--- src/rtl/lpr_pkg.sv ---
// Constants and types for the LIN physical layer register bank
package lpr_pkg;

  // Register indices (word offsets in the module space)
  localparam logic [2:0] LPR_IDX_PORT_DATA = 3'h0;
  localparam logic [2:0] LPR_IDX_CONTROL   = 3'h1;
  localparam logic [2:0] LPR_IDX_TEST_A    = 3'h2;
  localparam logic [2:0] LPR_IDX_SLEW      = 3'h3;
  localparam logic [2:0] LPR_IDX_TEST_B    = 3'h4;
  localparam logic [2:0] LPR_IDX_STATUS    = 3'h5;
  localparam logic [2:0] LPR_IDX_IRQ_EN    = 3'h6;
  localparam logic [2:0] LPR_IDX_IRQ_FLAGS = 3'h7;
  localparam int         LPR_NUM_REGS      = 8;

  // Word address layout: index sits above the byte lane bits
  localparam int LPR_IDX_LSB   = 2;
  localparam int LPR_IDX_MSB   = 4;
  localparam int LPR_BASE_LSB  = 5;

  // Field positions
  localparam int LPR_TX_DRIVE_BIT  = 1;
  localparam int LPR_RX_STATE_BIT  = 0;
  localparam int LPR_ENABLE_BIT    = 3;
  localparam int LPR_RECEIVE_ONLY_SELECT_BIT    = 2;
  localparam int LPR_WAKEUP_BIT    = 1;
  localparam int LPR_PULLUP_BIT    = 0;
  localparam int LPR_DT_DIS_BIT    = 7;
  localparam int LPR_SLOPE_MSB     = 1;
  localparam int LPR_SLOPE_LSB     = 0;
  localparam int LPR_DT_STATUS_BIT = 7;
  localparam int LPR_DT_IRQ_BIT    = 7;
  localparam int LPR_OC_IRQ_BIT    = 6;

  // Writable masks per register
  localparam logic [7:0] LPR_MASK_PORT_DATA = 8'h02;
  localparam logic [7:0] LPR_MASK_CONTROL   = 8'h0f;
  localparam logic [7:0] LPR_MASK_TEST      = 8'hff;
  localparam logic [7:0] LPR_MASK_SLEW      = 8'h83;
  localparam logic [7:0] LPR_MASK_IRQ       = 8'hc0;

  // Reset value and reserved slope code
  localparam logic [7:0] LPR_RST_BYTE       = 8'h00;
  localparam logic [1:0] LPR_SLOPE_RESERVED = 2'h3;

  // Power modes presented to the analog front end
  typedef enum logic [1:0] {
    LPR_MODE_SHUTDOWN = 2'b00,
    LPR_MODE_NORMAL   = 2'b01,
    LPR_MODE_RECEIVE_ONLY_SELECT   = 2'b10,
    LPR_MODE_STANDBY  = 2'b11
  } lpr_mode_e;

  // APB access phases
  typedef enum logic [1:0] {
    LPR_APB_IDLE   = 2'b00,
    LPR_APB_ACCESS = 2'b01,
    LPR_APB_DONE   = 2'b10
  } lpr_apb_e;

endpackage

--- src/rtl/lpr_apb_slave.sv ---
// APB slave front end: decodes base and index, answers after two wait states
`timescale 1ns/1ns
module lpr_apb_slave
  import lpr_pkg::*;
#(
  parameter logic [31:0] BASE_ADDR = 32'h0000_0000
) (
  // Clock and reset
  input  wire logic        ref_clk,
  input  wire logic        reset,
  // APB
  input  wire logic        psel,
  input  wire logic        penable,
  input  wire logic        pwrite,
  input  wire logic [31:0] paddr,
  input  wire logic [31:0] pwdata,
  input  wire logic [3:0]  pstrb,
  output logic             pready,
  output logic             pslverr,
  // Register side
  output logic             wr_stb,
  output logic [2:0]       wr_idx,
  output logic [7:0]       wr_data,
  output logic [2:0]       rd_idx
);

  lpr_apb_e   state_reg, state_next;
  logic       hit;
  logic       wr_next;

  // Module space is one aligned block of eight words
  assign hit     = (paddr[31:LPR_BASE_LSB] == BASE_ADDR[31:LPR_BASE_LSB])
                   && (paddr[LPR_IDX_LSB-1:0] == 2'h0);
  assign rd_idx  = paddr[LPR_IDX_MSB:LPR_IDX_LSB];
  assign wr_idx  = paddr[LPR_IDX_MSB:LPR_IDX_LSB];
  assign wr_data = pwdata[7:0];

  always_comb begin
    state_next = state_reg;
    wr_next    = 1'b0;
    unique case (state_reg)
      LPR_APB_IDLE: begin
        if (psel && penable) begin
          state_next = LPR_APB_ACCESS;
        end
      end
      LPR_APB_ACCESS: begin
        state_next = LPR_APB_DONE;
        wr_next    = pwrite && hit && pstrb[0];
      end
      LPR_APB_DONE: begin
        state_next = LPR_APB_IDLE;
      end
      default: begin
        state_next = LPR_APB_IDLE;
      end
    endcase
  end

  always_ff @(posedge ref_clk) begin
    if (reset) begin
      state_reg <= LPR_APB_IDLE;
      pready    <= 1'b0;
      pslverr   <= 1'b0;
      wr_stb    <= 1'b0;
    end else begin
      state_reg <= state_next;
      pready    <= (state_reg == LPR_APB_ACCESS);
      pslverr   <= (state_reg == LPR_APB_ACCESS) && !hit;
      wr_stb    <= wr_next;
    end
  end

endmodule

--- src/rtl/lpr_mode_ctrl.sv ---
// Derives the front-end mode and pullup selection from control bits
`timescale 1ns/1ns
module lpr_mode_ctrl
  import lpr_pkg::*;
(
  // Clock and reset
  input  wire logic ref_clk,
  input  wire logic reset,
  // Control bits
  input  wire logic phy_enable,
  input  wire logic receive_only_select,
  input  wire logic standby_wakeup_enable,
  input  wire logic strong_pullup_select,
  input  wire logic standby_req,
  // Front-end controls
  output lpr_mode_e mode,
  output logic      strong_pullup_on,
  output logic      wakeup_active,
  output logic      transmitter_on
);

  lpr_mode_e mode_next;
  logic      pullup_next;

  always_comb begin
    if (!phy_enable) begin
      mode_next = LPR_MODE_SHUTDOWN;
    end else if (standby_req) begin
      mode_next = LPR_MODE_STANDBY;
    end else if (receive_only_select) begin
      mode_next = LPR_MODE_RECEIVE_ONLY_SELECT;
    end else begin
      mode_next = LPR_MODE_NORMAL;
    end
    // Strong pullup barred in shutdown and in standby without wake-up
    pullup_next = strong_pullup_select && phy_enable
                  && !(standby_req && !standby_wakeup_enable);
  end

  always_ff @(posedge ref_clk) begin
    if (reset) begin
      mode             <= LPR_MODE_SHUTDOWN;
      strong_pullup_on <= 1'b0;
      wakeup_active    <= 1'b0;
      transmitter_on   <= 1'b0;
    end else begin
      mode             <= mode_next;
      strong_pullup_on <= pullup_next;
      wakeup_active    <= (mode_next == LPR_MODE_STANDBY) && standby_wakeup_enable;
      transmitter_on   <= (mode_next == LPR_MODE_NORMAL);
    end
  end

endmodule

--- src/rtl/lpr_reg_bank.sv ---
// Register bank of the LIN physical layer transceiver
`timescale 1ns/1ns
// Contract
// Port data bit 1 drives the transmit input when routing selects it.
// Port data bit 0 reads the receive output; writes ignored.
// Enable low means shutdown: all functions off, only weak pullup.
// All registers stay accessible in shutdown.
// Control bit 2 selects receive-only mode.
// Control bit 1 enables wake-up detection during standby.
// Pullup select low connects only the weak pullup.
// Strong pullup only when enabled and not standby without wake-up.
// Factory test registers accept writes only in special chip mode.
// Registers decode at module base plus offset.
// Port data register accessible at any time.
// Timeout disable and slope bits writable only with enable low; 11 reserved.
// Interrupt flags clear on writing one; zero leaves them.
// Status register read-only; top bit shows transmit still dominant.
// Unimplemented bits read zero and ignore writes.
module lpr_reg_bank
  import lpr_pkg::*;
#(
  parameter logic [31:0] BASE_ADDR = 32'h0000_0000
) (
  // Clock and reset
  input  wire logic        ref_clk,
  input  wire logic        reset,
  // APB
  input  wire logic        psel,
  input  wire logic        penable,
  input  wire logic        pwrite,
  input  wire logic [31:0] paddr,
  input  wire logic [31:0] pwdata,
  input  wire logic [3:0]  pstrb,
  input  wire logic [2:0]  pprot,
  output logic [31:0]      prdata,
  output logic             pready,
  output logic             pslverr,
  // Chip-level context
  input  wire logic        special_mode,
  input  wire logic        standby_req,
  input  wire logic        tx_route_sel,
  input  wire logic        tx_route_other,
  // Front-end status events
  input  wire logic        phy_receive_output,
  input  wire logic        dominant_timeout_event,
  input  wire logic        dominant_timeout_status,
  input  wire logic        overcurrent_event,
  // Front-end controls
  output logic             phy_transmit_input,
  output lpr_mode_e        phy_mode,
  output logic             strong_pullup_on,
  output logic             wakeup_active,
  output logic             transmitter_on,
  output logic             dominant_timeout_disable,
  output logic [1:0]       slope_select,
  output logic [7:0]       factory_test_a,
  output logic [7:0]       factory_test_b,
  output logic             irq_dominant_timeout,
  output logic             irq_overcurrent
);

  logic        wr_stb;
  logic [2:0]  wr_idx;
  logic [7:0]  wr_data;
  logic [2:0]  rd_idx;
  logic        ready_int;
  logic        err_int;

  logic [7:0]  port_data_reg,   port_data_next;
  logic [7:0]  control_reg,     control_next;
  logic [7:0]  test_a_reg,      test_a_next;
  logic [7:0]  slew_reg,        slew_next;
  logic [7:0]  test_b_reg,      test_b_next;
  logic [7:0]  irq_en_reg,      irq_en_next;
  logic [7:0]  irq_flags_reg,   irq_flags_next;
  logic [7:0]  rd_byte;
  logic [7:0]  set_flags;
  logic [7:0]  clr_flags;
  logic [31:0] prdata_next;

  lpr_apb_slave #(
    .BASE_ADDR (BASE_ADDR)
  ) u_apb (
    .ref_clk (ref_clk),
    .reset   (reset),
    .psel    (psel),
    .penable (penable),
    .pwrite  (pwrite),
    .paddr   (paddr),
    .pwdata  (pwdata),
    .pstrb   (pstrb),
    .pready  (ready_int),
    .pslverr (err_int),
    .wr_stb  (wr_stb),
    .wr_idx  (wr_idx),
    .wr_data (wr_data),
    .rd_idx  (rd_idx)
  );

  assign pready  = ready_int;
  assign pslverr = err_int;

  lpr_mode_ctrl u_mode (
    .ref_clk               (ref_clk),
    .reset                 (reset),
    .phy_enable            (control_reg[LPR_ENABLE_BIT]),
    .receive_only_select   (control_reg[LPR_RECEIVE_ONLY_SELECT_BIT]),
    .standby_wakeup_enable (control_reg[LPR_WAKEUP_BIT]),
    .strong_pullup_select  (control_reg[LPR_PULLUP_BIT]),
    .standby_req           (standby_req),
    .mode                  (phy_mode),
    .strong_pullup_on      (strong_pullup_on),
    .wakeup_active         (wakeup_active),
    .transmitter_on        (transmitter_on)
  );

  // Hardware flag events, one bit per source
  always_comb begin
    set_flags                 = LPR_RST_BYTE;
    set_flags[LPR_DT_IRQ_BIT] = dominant_timeout_event;
    set_flags[LPR_OC_IRQ_BIT] = overcurrent_event;
  end

  // Register write logic; no mode gating on accessibility in shutdown
  always_comb begin
    port_data_next = port_data_reg;
    control_next   = control_reg;
    test_a_next    = test_a_reg;
    slew_next      = slew_reg;
    test_b_next    = test_b_reg;
    irq_en_next    = irq_en_reg;
    clr_flags      = LPR_RST_BYTE;
    if (wr_stb) begin
      unique case (wr_idx)
        LPR_IDX_PORT_DATA: begin
          port_data_next = wr_data & LPR_MASK_PORT_DATA;
        end
        LPR_IDX_CONTROL: begin
          control_next = wr_data & LPR_MASK_CONTROL;
        end
        LPR_IDX_TEST_A: begin
          if (special_mode) begin
            test_a_next = wr_data & LPR_MASK_TEST;
          end
        end
        LPR_IDX_SLEW: begin
          // Reserved slope code is refused so the slope never enters it
          if (!control_reg[LPR_ENABLE_BIT]
              && (wr_data[LPR_SLOPE_MSB:LPR_SLOPE_LSB] != LPR_SLOPE_RESERVED)) begin
            slew_next = wr_data & LPR_MASK_SLEW;
          end
        end
        LPR_IDX_TEST_B: begin
          if (special_mode) begin
            test_b_next = wr_data & LPR_MASK_TEST;
          end
        end
        LPR_IDX_STATUS: begin
          port_data_next = port_data_reg;
        end
        LPR_IDX_IRQ_EN: begin
          irq_en_next = wr_data & LPR_MASK_IRQ;
        end
        LPR_IDX_IRQ_FLAGS: begin
          clr_flags = wr_data & LPR_MASK_IRQ;
        end
      endcase
    end
    // A new event in the clearing cycle survives the clear
    irq_flags_next = ((irq_flags_reg & ~clr_flags) | set_flags) & LPR_MASK_IRQ;
  end

  // Read mux; unimplemented bits are zero
  always_comb begin
    rd_byte = LPR_RST_BYTE;
    unique case (rd_idx)
      LPR_IDX_PORT_DATA: begin
        rd_byte                   = port_data_reg;
        rd_byte[LPR_RX_STATE_BIT] = phy_receive_output;
      end
      LPR_IDX_CONTROL:   rd_byte = control_reg;
      LPR_IDX_TEST_A:    rd_byte = test_a_reg;
      LPR_IDX_SLEW:      rd_byte = slew_reg;
      LPR_IDX_TEST_B:    rd_byte = test_b_reg;
      LPR_IDX_STATUS: begin
        rd_byte[LPR_DT_STATUS_BIT] = dominant_timeout_status;
      end
      LPR_IDX_IRQ_EN:    rd_byte = irq_en_reg;
      LPR_IDX_IRQ_FLAGS: rd_byte = irq_flags_reg;
    endcase
    prdata_next = {24'h00_0000, rd_byte};
  end

  always_ff @(posedge ref_clk) begin
    if (reset) begin
      port_data_reg <= LPR_RST_BYTE;
      control_reg   <= LPR_RST_BYTE;
      test_a_reg    <= LPR_RST_BYTE;
      slew_reg      <= LPR_RST_BYTE;
      test_b_reg    <= LPR_RST_BYTE;
      irq_en_reg    <= LPR_RST_BYTE;
      irq_flags_reg <= LPR_RST_BYTE;
      prdata        <= 32'h0000_0000;
    end else begin
      port_data_reg <= port_data_next;
      control_reg   <= control_next;
      test_a_reg    <= test_a_next;
      slew_reg      <= slew_next;
      test_b_reg    <= test_b_next;
      irq_en_reg    <= irq_en_next;
      irq_flags_reg <= irq_flags_next;
      prdata        <= prdata_next;
    end
  end

  // Front-end outputs, registered
  always_ff @(posedge ref_clk) begin
    if (reset) begin
      phy_transmit_input       <= 1'b1;
      dominant_timeout_disable <= 1'b0;
      slope_select             <= 2'h0;
      factory_test_a           <= LPR_RST_BYTE;
      factory_test_b           <= LPR_RST_BYTE;
      irq_dominant_timeout     <= 1'b0;
      irq_overcurrent          <= 1'b0;
    end else begin
      // Follows tx_route_other when routing picks another source
      phy_transmit_input       <= tx_route_sel ? port_data_next[LPR_TX_DRIVE_BIT]
                                               : tx_route_other;
      dominant_timeout_disable <= slew_next[LPR_DT_DIS_BIT];
      slope_select             <= slew_next[LPR_SLOPE_MSB:LPR_SLOPE_LSB];
      factory_test_a           <= test_a_next;
      factory_test_b           <= test_b_next;
      irq_dominant_timeout     <= irq_flags_next[LPR_DT_IRQ_BIT] & irq_en_next[LPR_DT_IRQ_BIT];
      irq_overcurrent          <= irq_flags_next[LPR_OC_IRQ_BIT] & irq_en_next[LPR_OC_IRQ_BIT];
    end
  end

endmodule

--- config.mk ---
export PLATFORM = sky130hd
export DESIGN_NAME = lpr_reg_bank
export DESIGN_NICKNAME = d
export VERILOG_FILES = /design/src/rtl/lpr_pkg.sv /design/src/rtl/lpr_apb_slave.sv /design/src/rtl/lpr_mode_ctrl.sv /design/src/rtl/lpr_reg_bank.sv
export SDC_FILE = /design/constraint.sdc
export NUM_CORES = 1
export LEC_CHECK = 0
export ABC_AREA = 1
export BUFFER_PORTS_ARGS = -buffer_cell sky130_fd_sc_hd__clkbuf_2
export CORE_ASPECT_RATIO = 1.25
export CORE_MARGIN = 2
export CORE_UTILIZATION = 43
export CTS_CLUSTER_DIAMETER = 80
export DETAILED_ROUTE_END_ITERATION = 6
export PLACE_DENSITY = 0.8
export SLEW_MARGIN = 20
export SYNTH_ARGS = -nofsm -noshare
export SYNTH_HDL_FRONTEND = slang
export SYNTH_HIERARCHICAL = 1
export SYNTH_SLANG_ARGS = --single-unit
export TNS_END_PERCENT = 5
--- constraint.sdc ---
create_clock -name ref_clk -period 1.22 [get_ports ref_clk]
set_clock_uncertainty 0.05 [all_clocks]
set_input_delay 0.183 -clock ref_clk [delete_from_list [all_inputs] [get_ports ref_clk]]
set_output_delay 0.183 -clock ref_clk [all_outputs]
set_load 0.005 [all_outputs]
# Yosys cells after proc, flatten, opt, wreduce, memory -nomap -nowiden
# Cells that the tools add are included.
dict set report op_classes {
  n_eq_ne 12
  n_mux 17
  bitwise_logic 6
  reduce_logical 23
}
# cell n
set op_table {}
lappend op_table {{$mux W8} 7}
lappend op_table {{$pmux W7 S7} 1}
lappend op_table {{$logic_not A27 Y1} 1}
lappend op_table {{$eq A3 B3 Y1 const B} 4}
lappend op_table {{$mux W2} 6}
lappend op_table {{$logic_and A1 B1 Y1} 10}
lappend op_table {{$and A8 B8 Y8} 1}
lappend op_table {{$not A8 Y8} 1}
lappend op_table {{$or A8 B8 Y8} 1}
lappend op_table {{$pmux W1 S7} 1}
lappend op_table {{$eq A3 B2 Y1 const B} 2}
lappend op_table {{$reduce_and A3 Y1} 2}
lappend op_table {{$eq A2 B1 Y1 const B} 2}
lappend op_table {{$logic_not A1 Y1} 4}
lappend op_table {{$logic_not A2 Y1} 2}
lappend op_table {{$pmux W2 S2} 1}
lappend op_table {{$reduce_or A2 Y1} 2}
lappend op_table {{$eq A3 B1 Y1 const B} 1}
lappend op_table {{$logic_not A3 Y1} 1}
lappend op_table {{$and A1 B1 Y1} 2}
lappend op_table {{$eq A2 B2 Y1 const B} 1}
lappend op_table {{$ne A2 B1 Y1 const B} 1}
lappend op_table {{$ne A2 B2 Y1 const B} 1}
lappend op_table {{$reduce_and A2 Y1} 1}
lappend op_table {{2 further kinds} 2}
dict set report totals {
  register_bits 82
  wordCells 81
}

# Logic depth before layout (Yosys ltp)
dict set report depth {
  depth_word 7
  depth_mapped 9
}

# Modules after synthesis
# The synthesis kept the hierarchy.
# mod instances cells_per_inst area_per_inst_um2 seq_area_each_um2
set modules_own_cells {}
lappend modules_own_cells {lpr_reg_bank 1 258 1875.5 780.7}
lappend modules_own_cells {lpr_apb_slave 1 59 369.1 100.1}
lappend modules_own_cells {lpr_mode_ctrl 1 20 165.2 100.1}

# Worst setup path before layout
# OpenSTA, ideal clock, no wires.
dict set report synth_path {
  path_kind {input to register}
  startpoint {input port paddr[2]}
  endpoint {register prdata[0]}
  t_arrival_ns 0.921
  t_required_ns 1.106
  slack_ns 0.185
  stages 9
  n_path_buf 2
  cell_sequence {buf_4 > buf_4 > inv_2 > nand3_1 > inv_2 > nand2_1 > nand2_1 > nor2_1 > nor2_1}
}
dict set report synth_between {
  elab_chain_len 2
  word_cells_on_any_way 8
  classes_between {eq/ne: 6; mux: 1; reduce/logical: 1}
}
# item line
set synth_lines {}
lappend synth_lines {{start: declaration} lpr_reg_bank.sv:31} ;# input wire logic [31:0] paddr,
lappend synth_lines {{$eq A3 B3 Y1 (tied with other cells)} lpr_reg_bank.sv:176} ;# unique case (rd_idx)
lappend synth_lines {{$pmux W7 S7 (*)} lpr_reg_bank.sv:176}
lappend synth_lines {{end signal: assignment} lpr_reg_bank.sv:212} ;# prdata <= prdata_next;
lappend synth_lines {{end: declaration} lpr_reg_bank.sv:35} ;# output logic [31:0] prdata,
# Every way passes the cells marked *; elsewhere a longest branch is shown, timed or not.
# A chain may end at the register's enable or synchronous reset.

# Worst setup path after layout
dict set report layout_path {
  startpoint {register u_apb.wr_stb}
  endpoint {register factory_test_a[3]}
}
dict set report layout_between {
  elab_chain_len 1
}
# item line
set layout_lines {}
lappend layout_lines {{start: declaration} lpr_apb_slave.sv:21} ;# output logic wr_stb,
lappend layout_lines {{start signal: assignment} lpr_apb_slave.sv:70} ;# wr_stb <= wr_next;
lappend layout_lines {{$reduce_and A3 Y1 (no source line)} --}
lappend layout_lines {{end signal: assignment} lpr_reg_bank.sv:232} ;# factory_test_a <= test_a_next;
lappend layout_lines {{end: declaration} lpr_reg_bank.sv:56} ;# output logic [7:0] factory_test_a,
# Every way passes these cells.

==> impl_metrics.toml <==
[power_and_ir_drop]
p_per_area_nw_per_um2 = 1030
combPwrFrac = 0.102
p_seq_frac = 0.529
internal_power_mw = 2.34
clkPwrFrac = 0.368
p_leak_nw = 1.46
switchingPower_mw = 0.717
p_sw_frac = 0.235
peakVddDrop_mv = 0.484
fin_total_pwr_mw = 3.05

[global_route]
grt_pass1_wl_mm = 8.97
grt_max_degree = 15
grt_pass1_vias = 2069
antenna_found_initial = 0
grtUsageMet2 = 0.316
grt_remaining_overflow = 0
grt_usage = 0.181
grtUsageMet3 = 0.0495
grt_util_met1 = 0.209
grt.busiest_layer = "met2"

[placed_design]
gp_congestion = 0.860
dp_hpwl_mm = 4.35
place_area_um2 = 2820
place_ws_ps = -32.3
port_buffers = 90

[sta]
max_freq_mhz = 826
rsz0062_at_grt = "yes"
layout_setup_ws_ps = 9.79
hold_violations = 0
period_needed_ps = 1210
holdWs_ps = 51.7
fin_tns_setup_ps = 0
setup_violations = 0
period_share = 0.992
slew_viol_final = 0

[floorplanning]
die_h_um = 87.7
design.die.area_um2 = 6220
core_um2 = 5410
num_rows = 30
dieWidth_um = 71.0
start_util = 0.446
ios = 145

[worst_setup_path]
rrSetupSlack_ps = 10
critPathKind = "flop to flop"
cp.arrival_ps = 1400
start_kind = "flop"
cp.required_ps = 1410
crit_fanout = 8
cp-end-kind = "flop"

[min_path]
hp-class = "primary input to flop"

[cts]
h-tree-depth = 2
postCtsSetupBuffers = 0
hold_buffers = 0
cts_buffer_depth = 2
path_clk_slew_ps = 80
cts_tree = "built"
clkSinkCount = 49
clk_latency_ps = 300
cts_root_buf = "clkbuf_8"
cts_buffers = 5

[outcome]
outcome = "completed"

[detailed_routing]
wl_per_cell_um = 11.6
detail_route.first_pass.iterations = 4
dr.first_iter.drc_count = 114
vias_per_cell = 4.71
vias = 2311
wirelength_mm = 5.68
route.detailed.drc = 0
ant_nets = 0

[layout]
synthToLayoutAreaGrowth_pct = 22.7
fin_area_um2 = 2960
diodes = 0
drive_gt1_frac = 0.349
top_regs = "factory_test_a x8, factory_test_b x8, prdata x8"
regArea_um2 = 982
fillers = 534
nets = 511
multi_input_area_um2 = 1120

[logic_synthesis]
ys_async_sr_fraction = 0
avgSynthCellArea_um2 = 7.15
synth_seq_cells = 49
synth-edff-count = 0
syn-instance-count = 337
yosysWarnings = 6
synth_cell_type_count = 28
syn_area_um2 = 2410
synthFlopType = "dfxtp_1"
synth.yosys.seq_area_share = 0.407

[run]
max_cap_viol_count = 0
-- area by class of cell --
cell class	instances	area share
multi-input combinational	239	0.379
sequential	49	0.332
timing repair buffer	102	0.187
inverter	30	0.0402
tap	64	0.0271
clock buffer	5	0.0233
clock inverter	2	0.0118
-- through the flow --
step,utilization,std cells
global placement,0.521,483
CTS,0.541,490
finish,0.547,491
detailed placement,0.521,483
global route,0.547,491
floorplan,-,360
-- repair_timing --
action,CTS,global route
gates resized for setup,1,11
setup endpoints to repair,2,16
gates cloned,0,1
endpoints found under the hold margin,0,0
pin swaps,0,6
-- layer usage --
layer	vias to the layer above	share of wire
met4	0	0.025
met5	-	0
met1	1022	0.39
met3	13	0.083
met2	107	0.50
li1	1169	-
-- path summary, 6_finish.rpt --
path                          startpoint            endpoint  cells after the start
hold / removal    dominant_timeout_event    irq_flags_reg[7]                      3
setup / recovery            u_apb/wr_stb   factory_test_a[3]                      6
setup reg to reg            u_apb/wr_stb   factory_test_a[3]                      6
hold reg to reg       u_apb/state_reg[1]  u_apb/state_reg[0]                      1
-- critical path: stages, from the launching register on --
cell and delay (ps):
dfxtp_2 340, inv_2 40, nor2_4 200, nand4_4 220
clkinv_4 150, nor2_1 50, nor2_1 90
-- kinds of logic after synthesis --
| kind of cell | after synthesis | share of synthesized area |
|---|---|---|
| AO/OA/AOI/OAI | 32 | 0.0696 |
| AND/OR/NAND/NOR | 182 | 0.345 |
| other | 1 | 0.00156 |
| buffers and inverters | 73 | 0.177 |
| flip-flops | 49 | 0.407 |
-- placed cells by master (no fill, tap or decap) --
cell type   n
nor3_2      1
nand2_2     5
o21ai_2     3
clkinv_4    1
nand4_4     1
nand4_1     7
nand3_4     1
inv_2       9
a21oi_2     2
nand3_2     1
nor2_4      2
o21ai_1    20
clkbuf_2   90
dfxtp_2     1
dfxtp_1    48
conb_1     24
nand4_2     1
nor2b_2     2
clkbuf_8    5
nand2_1    46
nor3_4      1
clkinv_1    1
nor3_1      3
bufinv_16   1
or2_1       1
clkinv_2    2
nor2_1     89
o21ai_0     3
nand3_1    14
nor2_2      8
buf_4      11
a21oi_1     4
buf_12      1
inv_1      18
-- power groups by stage --
stage | clock, mW | combinational [mW] | sequential (mW)
3_3_place_gp | 0 | 0.293 | 1.65
2_1_floorplan | 0 | 0.242 | 1.65
6_report | 1.12 | 0.312 | 1.62
3_5_place_dp | 0 | 0.300 | 1.65
4_1_cts | 1.15 | 0.302 | 1.62
5_1_grt | 1.21 | 0.353 | 1.62
-- Yosys cell counts (2+ instances only) --
library cell,instances,area share
inv_1,19,0.030
o21ai_0,5,0.010
nand4_1,7,0.018
dfxtp_1,49,0.41
nor2_4,2,0.0093
clkbuf_1,2,0.0031
buf_4,40,0.12
nor2b_2,2,0.0073
a21oi_1,4,0.0083
nor3_1,3,0.0062
inv_2,9,0.014
nand2_1,47,0.073
nand2_2,4,0.010
nor2_1,91,0.14
nand3_1,14,0.029
nor2_2,6,0.016
o21ai_1,21,0.044
a21oi_2,2,0.0073
(Power assumes the default switching activity.)
